**src/membus_pkg.sv**
```systemverilog
// package for the memory bus cycle controller (processor end)
// assumes one 50 MHz clock; pulses sent are one-cycle strobes, pulses received stand several cycles
// Contract
// - processor sends write restart after write data
// - data lines are two-way
// - pulse means one, none means zero
// - receiver clears capture before data arrives
// - processor sends odd parity pulse
// - processor receivers disabled while transmitting
// - peripheral claims multiplexor by level
// - all lines disabled until grant
// - send multiplexor clear on nonexistent memory
// - time 100 us for address acknowledge
// - cycle request forced off during power transitions
// - no spurious pulses during power transitions
// - at most sixteen modules per bus
// - drop request on acknowledge, read then restart
// - write sends data, parity, then write restart
// - read-modify-write does read then write
// - start pulses set cycle type register
// - recover from errors without hanging memory
// - two type lines encode cycle kind
// - request false while address or type change
package membus_pkg;

    // ----------------------------------------------------------------
    // widths and timing
    // ----------------------------------------------------------------
    localparam int DATA_W = 36;
    localparam int ADDR_W = 18;
    localparam int CLK_MHZ = 50;
    localparam int TIMEOUT_US = 100;
    localparam int TIMEOUT_CYC = TIMEOUT_US * CLK_MHZ;
    localparam int TYPE_PULSE_NS = 40;
    localparam int CLK_NS = 20;
    localparam int TYPE_PULSE_CYC = (TYPE_PULSE_NS + CLK_NS - 1) / CLK_NS;
    localparam int SETTLE_CYC = 1;

    // ----------------------------------------------------------------
    // carriers
    // ----------------------------------------------------------------
    typedef struct packed {
        logic [DATA_W-1:0] data;
        logic parity;
    } word_s;

    typedef struct packed {
        logic read_type_line;
        logic write_type_line;
        logic cycle_request_level;
        logic [ADDR_W-1:0] memory_address_lines;
    } request_s;

endpackage : membus_pkg

```
**src/membus_cycle_port.sv**
```systemverilog
// processor-side memory bus cycle controller
// assumes memory pulses arrive through a pin synchroniser on CLOCK
`timescale 1ns/10ps
module membus_cycle_port #(
    parameter int TIMEOUT_CYCLES = membus_pkg::TIMEOUT_CYC
) (
    input wire logic CLOCK,
    input wire logic RESET,
    input wire logic CLOCK_EN,
    input wire logic POWER_OK,
    input wire logic USE_MUX,
    // user side
    input wire logic START_READ,
    input wire logic START_WRITE,
    input wire logic [membus_pkg::ADDR_W-1:0] START_ADDR,
    input wire logic [membus_pkg::DATA_W-1:0] WRITE_DATA,
    input wire logic MODIFY_DONE,
    input wire logic [membus_pkg::DATA_W-1:0] MODIFY_DATA,
    output logic BUSY,
    output logic [membus_pkg::DATA_W-1:0] READ_DATA,
    output logic READ_VALID,
    output logic MODIFY_WAIT,
    output logic DONE,
    output logic NXM_ERROR,
    output logic PARITY_ERROR,
    // bus side
    output membus_pkg::request_s BUS_REQ,
    output logic MUX_PORT_CLAIM,
    input wire logic MUX_PORT_GRANT,
    output logic MUX_CLEAR_PULSE,
    input wire logic ADDR_ACK_PULSE,
    input wire logic PARITY_ABSENT_PULSE,
    input wire logic READ_RESTART_PULSE,
    output logic WRITE_RESTART_PULSE,
    input wire logic [membus_pkg::DATA_W-1:0] BUS_DATA_LINES_IN,
    input wire logic BUS_PARITY_IN,
    output logic [membus_pkg::DATA_W-1:0] BUS_DATA_LINES_OUT,
    output logic BUS_PARITY_OUT,
    output logic BUS_DATA_OE,
    output logic RECEIVE_EN
);

    typedef enum logic [3:0] {
        IDLE, SETUP, CLAIM, REQUEST, READ_WAIT, MODIFY, SEND, RESTART, FINISH
    } state_e;

    localparam int PW = membus_pkg::DATA_W + 1;

    // odd parity over a data word
    function automatic logic odd_par(input logic [membus_pkg::DATA_W-1:0] d);
        odd_par = ~(^d);
    endfunction : odd_par

    // ----------------------------------------------------------------
    // pin synchronisers
    // ----------------------------------------------------------------
    // three stages; a change counts once stages two and three agree
    logic [PW+3:0] s1_reg, s2_reg, s3_reg, pin_reg;
    logic [PW+3:0] pin_raw;
    // data above parity, so the low word lines up with word_s {data, parity}
    assign pin_raw = {MUX_PORT_GRANT, ADDR_ACK_PULSE, PARITY_ABSENT_PULSE,
                      READ_RESTART_PULSE, BUS_DATA_LINES_IN, BUS_PARITY_IN};
    always_ff @(posedge CLOCK) begin
        if (RESET) begin
            s1_reg <= '0;
            s2_reg <= '0;
            s3_reg <= '0;
            pin_reg <= '0;
        end else if (CLOCK_EN) begin
            s1_reg <= pin_raw;
            s2_reg <= s1_reg;
            s3_reg <= s2_reg;
            for (int i = 0; i < PW + 4; i++) begin
                if (s2_reg[i] == s3_reg[i]) begin
                    pin_reg[i] <= s3_reg[i];
                end
            end
        end
    end

    logic grant_ok, ack_p, nopar_p, rdrs_p;
    logic [PW-1:0] pin_word;
    assign grant_ok = pin_reg[PW+3] | ~USE_MUX; // direct bus: grant tied true
    assign ack_p = pin_reg[PW+2];
    assign nopar_p = pin_reg[PW+1];
    assign rdrs_p = pin_reg[PW];
    assign pin_word = pin_reg[PW-1:0];

    // ----------------------------------------------------------------
    // cycle control
    // ----------------------------------------------------------------
    state_e state_reg;
    logic rd_type_reg, wr_type_reg;
    logic [membus_pkg::ADDR_W-1:0] addr_reg;
    logic req_reg;
    logic [1:0] pulse_cnt_reg;
    logic [$clog2(membus_pkg::TIMEOUT_CYC+1):0] to_cnt_reg;
    logic nopar_reg;
    membus_pkg::word_s cap_reg;
    membus_pkg::word_s out_reg;
    logic wrrs_reg, mpxclr_reg, oe_reg;
    logic start_any;
    logic timed_out;

    assign start_any = START_READ | START_WRITE;
    assign timed_out = (to_cnt_reg >= TIMEOUT_CYCLES[$bits(to_cnt_reg)-1:0]);

    // state sequencing; errors return to idle so memory is never left hung
    always_ff @(posedge CLOCK) begin
        if (RESET) begin
            state_reg <= IDLE;
        end else if (CLOCK_EN) begin
            case (state_reg)
                IDLE: if (start_any && POWER_OK) state_reg <= SETUP;
                SETUP: if (pulse_cnt_reg == 2'(membus_pkg::TYPE_PULSE_CYC)) begin
                    state_reg <= USE_MUX ? CLAIM : REQUEST;
                end
                CLAIM: if (grant_ok) state_reg <= REQUEST;
                REQUEST: begin
                    if (ack_p) begin
                        state_reg <= rd_type_reg ? READ_WAIT : SEND;
                    end else if (timed_out) begin
                        state_reg <= FINISH;
                    end
                end
                READ_WAIT: begin
                    if (rdrs_p) begin
                        state_reg <= wr_type_reg ? MODIFY : FINISH;
                    end else if (timed_out) begin
                        state_reg <= FINISH;
                    end
                end
                MODIFY: if (MODIFY_DONE) state_reg <= SEND;
                SEND: state_reg <= RESTART;
                RESTART: state_reg <= FINISH;
                FINISH: state_reg <= IDLE;
                default: state_reg <= IDLE;
            endcase
        end
    end

    // cycle type register set from start strobes held a 40 ns width
    always_ff @(posedge CLOCK) begin
        if (RESET) begin
            rd_type_reg <= 1'b0;
            wr_type_reg <= 1'b0;
            addr_reg <= '0;
            pulse_cnt_reg <= '0;
        end else if (CLOCK_EN) begin
            if (state_reg == IDLE && start_any && POWER_OK) begin
                rd_type_reg <= START_READ;
                wr_type_reg <= START_WRITE;
                addr_reg <= START_ADDR;
                pulse_cnt_reg <= '0;
            end else if (state_reg == SETUP) begin
                pulse_cnt_reg <= pulse_cnt_reg + 2'd1;
            end
        end
    end

    // cycle request: only once lines have settled, dropped on acknowledge
    always_ff @(posedge CLOCK) begin
        if (RESET) begin
            req_reg <= 1'b0;
        end else if (CLOCK_EN) begin
            req_reg <= (state_reg == REQUEST) && !ack_p && !timed_out
                       && POWER_OK && grant_ok;
        end
    end

    // 100 us watchdog from request and through the read phase
    always_ff @(posedge CLOCK) begin
        if (RESET) begin
            to_cnt_reg <= '0;
        end else if (CLOCK_EN) begin
            if (state_reg == REQUEST || state_reg == READ_WAIT) begin
                if (!timed_out) to_cnt_reg <= to_cnt_reg + 1'b1;
            end else begin
                to_cnt_reg <= '0;
            end
        end
    end

    // read capture: cleared in setup, pulses only set bits
    always_ff @(posedge CLOCK) begin
        if (RESET) begin
            cap_reg <= '0;
            nopar_reg <= 1'b0;
        end else if (CLOCK_EN) begin
            if (state_reg == SETUP) begin
                cap_reg <= '0;
                nopar_reg <= 1'b0;
            end else if (state_reg == REQUEST || state_reg == READ_WAIT) begin
                if (rd_type_reg) cap_reg <= cap_reg | pin_word;
                if (nopar_p) nopar_reg <= 1'b1;
            end
        end
    end

    // write word, one strobe of data then a write restart strobe
    always_ff @(posedge CLOCK) begin
        if (RESET) begin
            out_reg <= '0;
            oe_reg <= 1'b0;
            wrrs_reg <= 1'b0;
        end else if (CLOCK_EN) begin
            oe_reg <= (state_reg == SEND) && grant_ok && POWER_OK;
            wrrs_reg <= (state_reg == RESTART) && grant_ok && POWER_OK;
            if (state_reg == SEND) begin
                out_reg.data <= rd_type_reg ? MODIFY_DATA : WRITE_DATA;
                out_reg.parity <= odd_par(rd_type_reg ? MODIFY_DATA : WRITE_DATA);
            end else begin
                out_reg <= '0; // no pulse means zero
            end
        end
    end

    // user results and multiplexor clear on nonexistent memory
    always_ff @(posedge CLOCK) begin
        if (RESET) begin
            READ_DATA <= '0;
            READ_VALID <= 1'b0;
            DONE <= 1'b0;
            NXM_ERROR <= 1'b0;
            PARITY_ERROR <= 1'b0;
            mpxclr_reg <= 1'b0;
        end else if (CLOCK_EN) begin
            READ_VALID <= 1'b0;
            DONE <= 1'b0;
            mpxclr_reg <= 1'b0;
            if (state_reg == READ_WAIT && rdrs_p) begin
                READ_DATA <= cap_reg.data | pin_word[PW-1:1];
                READ_VALID <= 1'b1;
                PARITY_ERROR <= !nopar_reg && !nopar_p
                    && (odd_par(cap_reg.data | pin_word[PW-1:1])
                        != (cap_reg.parity | pin_word[0]));
            end
            if (timed_out && (state_reg == REQUEST || state_reg == READ_WAIT)) begin
                NXM_ERROR <= 1'b1;
                mpxclr_reg <= USE_MUX && POWER_OK;
            end
            if (state_reg == FINISH) DONE <= 1'b1;
            if (state_reg == IDLE && start_any) begin
                NXM_ERROR <= 1'b0;
                PARITY_ERROR <= 1'b0;
            end
        end
    end

    // ----------------------------------------------------------------
    // outputs
    // ----------------------------------------------------------------
    // receivers off while sending and while not granted
    assign RECEIVE_EN = grant_ok && !oe_reg
                        && (state_reg == REQUEST || state_reg == READ_WAIT);
    assign BUS_REQ.cycle_request_level = req_reg && POWER_OK;
    assign BUS_REQ.read_type_line = rd_type_reg && grant_ok && state_reg != IDLE;
    assign BUS_REQ.write_type_line = wr_type_reg && grant_ok && state_reg != IDLE;
    assign BUS_REQ.memory_address_lines = grant_ok ? addr_reg : '0;
    assign MUX_PORT_CLAIM = USE_MUX && POWER_OK
                            && state_reg != IDLE && state_reg != FINISH;
    assign MUX_CLEAR_PULSE = mpxclr_reg;
    assign WRITE_RESTART_PULSE = wrrs_reg;
    assign BUS_DATA_LINES_OUT = out_reg.data;
    assign BUS_PARITY_OUT = out_reg.parity;
    assign BUS_DATA_OE = oe_reg;
    assign BUSY = state_reg != IDLE;
    assign MODIFY_WAIT = state_reg == MODIFY;

endmodule : membus_cycle_port

```
**config.mk**
```make
export PLATFORM = sky130hd
export DESIGN_NAME = membus_cycle_port
export DESIGN_NICKNAME = d
export VERILOG_FILES = /design/src/membus_pkg.sv /design/src/membus_cycle_port.sv
export SDC_FILE = /design/constraint.sdc
export NUM_CORES = 1
export LEC_CHECK = 0
export BUFFER_PORTS_ARGS = -buffer_cell sky130_fd_sc_hd__buf_2
export CELL_PAD_IN_SITES_DETAIL_PLACEMENT = 0
export CELL_PAD_IN_SITES_GLOBAL_PLACEMENT = 1
export CORE_UTILIZATION = 42
export CTS_BUF_LIST = sky130_fd_sc_hd__clkbuf_16
export CTS_CLUSTER_SIZE = 24
export DETAILED_ROUTE_END_ITERATION = 10
export HOLD_SLACK_MARGIN = 0.05
export PLACE_DENSITY_LB_ADDON = 0.1
export SYNTH_ARGS = -nofsm -noshare
export SYNTH_HDL_FRONTEND = slang
export SYNTH_SLANG_ARGS = --single-unit
export TNS_END_PERCENT = 20
```
**constraint.sdc**
```tcl
create_clock -name CLOCK -period 2.4 [get_ports CLOCK]
set_clock_uncertainty 0.1 [all_clocks]
set_input_delay 0.48 -clock CLOCK [delete_from_list [all_inputs] [get_ports CLOCK]]
set_output_delay 0.48 -clock CLOCK [all_outputs]
set_load 0.1 [all_outputs]
```
==> out/qor.txt <==
Outcome: complete, no violations
Synth area leaders: dfxtp_1 48%, mux2i_1 10%, nor2_1 7.3%, a21oi_1 4.4%, nand2_1 4.0%
DR vias: 11100
Routed Antenna Nets: 0
FF-to-FF End: BUS_PARITY_OUT
Post-synthesis register bit count: 323
Cell taking the most area after synthesis: dfxtp_1
Endpoints failing setup: 0
TritonCTS buffer count: 36
Placeable Area: 31700 µm²
Reg2reg setup slack: 0.16 ns
Fmax: 0.427 GHz
Hold_ws: 0.0971 ns
Worst setup SP type: flop
Detailed Route WL: 34.1 mm
Leak: 7.24 nW
Final Power: 12.1 mW
Initial drt markers: 595
Initial Util: 42.8%
Hold_buf cts: 0
Detailed placement HPWL: 22.6 mm
Mapped Nets: 1666
Critical path's top delay family: simple AND/OR/NAND/NOR gates
Fillers: 3005
Element type at the critical path end: output pin
DRT Pass-1 Iters: 5
Most frequent cell after synthesis: dfxtp_1
Row cnt: 65
TritonCTS clock tree: done
Multi-input gate area: 6760 µm²
Peak supply drop: 0.000515 V
WHS Path Cells: 3
Fin crit share: 97.5%
Buf+Inv Stages, Crit Path: 1
Initial antenna violation count: 1
Post-synth ARST share: 0%
Die height: 182 µm
Slew @ Worst Pin: 0.751 ns
Synth warn: 0
Number of global-route vias before repair: 10300
Non-Filler Instances: 2166
Reg area: 6470 µm²
Post-synthesis cell type count: 43
Top-area cell type share of the netlist area: 47.6%
Port Buffers: 243
Placer congestion estimate: 0.885
Required @ worst endpoint: 1.82 ns
RSZ-0062 raised after global routing: yes
Post-Syn Area: 13600 µm²
Nets: 1878
P&R area growth vs syn: 24.1%
EDFF count, synth: 0
Final worst slack: 0.0604 ns
Worst r2r path cells: 9
Hold path start: BUS_DATA_LINES_IN[20]
Vias per cell: 5.11
CP max stage delay: 0.34 ns
Worst-path cell chain: nand2b_4, o22ai_4, nand2b_4, nor3b_4, buf_12
First-pass GRT wire length: 55.0 mm
Hold endpoint: s1_reg[21]
Largest net degree at the start of global routing: 112
Relative slew slack: 49.9%
Post-Syn Instances: 1524
CTS HTree Levels: 2
Reg-to-Reg Start: rd_type_reg
Max clock buf depth: 3
Num Clock Sinks: 323
I/O pin cnt: 244
Worst min path class: in2reg
Drt wl/cell: 15.7 µm
Syn_area_per_cell: 8.91 µm²
Gr ovfl total: 0
Setup WS pre-CTS: 0.0683 ns
Die W: 182 µm
Antenna Cells: 0
Top cells by instance count after synthesis: 323 x dfxtp_1, 265 x nor2_1, 145 x nand2_1, 139 x mux2i_1, 120 x a21oi_1
Critical path class: reg2out
Top FF cell, synth: dfxtp_1
PwrDens: 721 nW/µm²
Post-layout util: 53.2%
Worst-path clk slew: 0.06 ns
Share of cells above drive strength 1: 22.4%
Worst skew pair latency: 0.52 ns
Number of remaining DRC errors: 0
Max stage delay cell, worst path: dfxtp_2
Endpoints failing hold: 0
Inst Count DP: 2098
Max-cap viol count: 0
Die area: 33100 µm²
Pins over their slew limit: 0
Crit path max fanout: 4
Seq/Total Area, Yosys: 47.6%
Final min period: 2.34 ns
Arrival time worst endpoint: 1.76 ns
Worst path most repeated cell: nand2b_4
Root buffer cell: clkbuf_16
GR Util All Layers: 20.4%
-- through the flow --
| step | cell area, µm² | setup TNS (ns) |
|---|---|---|
| 3_3_place_gp | 15600 | 0 |
| 4_1_cts | 16800 | -0.100 |
| 6_report | 16900 | 0 |
| 2_1_floorplan | 13600 | -0.139 |
| 3_5_place_dp | 15600 | 0 |
| 5_1_grt | 16900 | -0.0182 |
-- repair_timing --
item                                    4_1_cts  5_1_grt
setup buffers                                 1        2
gates resized for setup                       5        9
pin swaps                                     0        3
endpoints found under the setup margin       21        8
-- power breakdown --
group	internal [mW]	leakage, nW	switching, mW
logic	0.502	4.02	0.625
registers	5.46	2.62	0.0617
clock network	3.31	0.608	2.20
total	9.27	7.24	2.88
-- tightest hold or removal path, delay by kind of cell --
family	cells	cell delay, ns
muxes	1	0.05
buffers and inverters	1	0.07
and+or+nand+nor	1	0.07
-- placed cells by master, fill, tap and decap left out, types with 19 or more instances in the layout --
cell / Yosys / final
dfxtp_1: 323 / 319
a21oi_1: 120 / 120
and2_1: 19 / 19
nand2_1: 145 / 144
mux2_2: 37 / 37
nor2_1: 265 / 262
buf_12: 0 / 27
xnor2_1: 51 / 51
a211oi_1: 37 / 37
xor2_1: 45 / 45
mux2i_1: 139 / 139
nand3_1: 45 / 44
clkbuf_16: 0 / 38
a21o_1: 42 / 42
buf_2: 16 / 220
o21ai_0: 50 / 50
a22oi_1: 35 / 35
buf_4: 0 / 29
-- routing by layer --
layer / vias up / wire (µm) / GRT usage [%]
met5: - / 0 / 0
met4: 0 / 491 / 4.54
met3: 37 / 2030 / 4.57
met2: 250 / 15600 / 33.4
met1: 5151 / 15900 / 27.3
li1: 5622 / - / -
-- cells by family after synthesis --
group / synth area share, %
AOI/OAI and AO/OA: 13.3
xor gates and xnor gates: 6.35
adders and majority gates: 0.276
buffers and inverters: 3.26
DFF: 47.6
muxes: 13.3
and+or+nand+nor: 15.9
-- cell type report --
cell class                      instances  area share, %
Tap cell                              402           2.98
Timing Repair Buffer                  279           11.3
Clock buffer                           38           5.64
Multi-Input combinational cell       1089           40.1
Clock inverter                         28           1.43
Inverter                                7          0.178
Sequential cell                       323           38.4
-- worst max path at each step --
stage / start / end / slack (ns) / cells after the start
after global placement: WRITE_DATA[6] / BUS_PARITY_OUT / 0.09 / 10
after CTS: state_reg[1] / RECEIVE_EN / -0.08 / 6
after floorplan: state_reg[1] / MODIFY_WAIT / -0.07 / 3
after global routing: state_reg[0] / RECEIVE_EN / -0.02 / 5
after detailed placement: WRITE_DATA[6] / BUS_PARITY_OUT / 0.07 / 10
final: state_reg[1] / RECEIVE_EN / 0.06 / 5
Power figures use the tool's default switching activity.
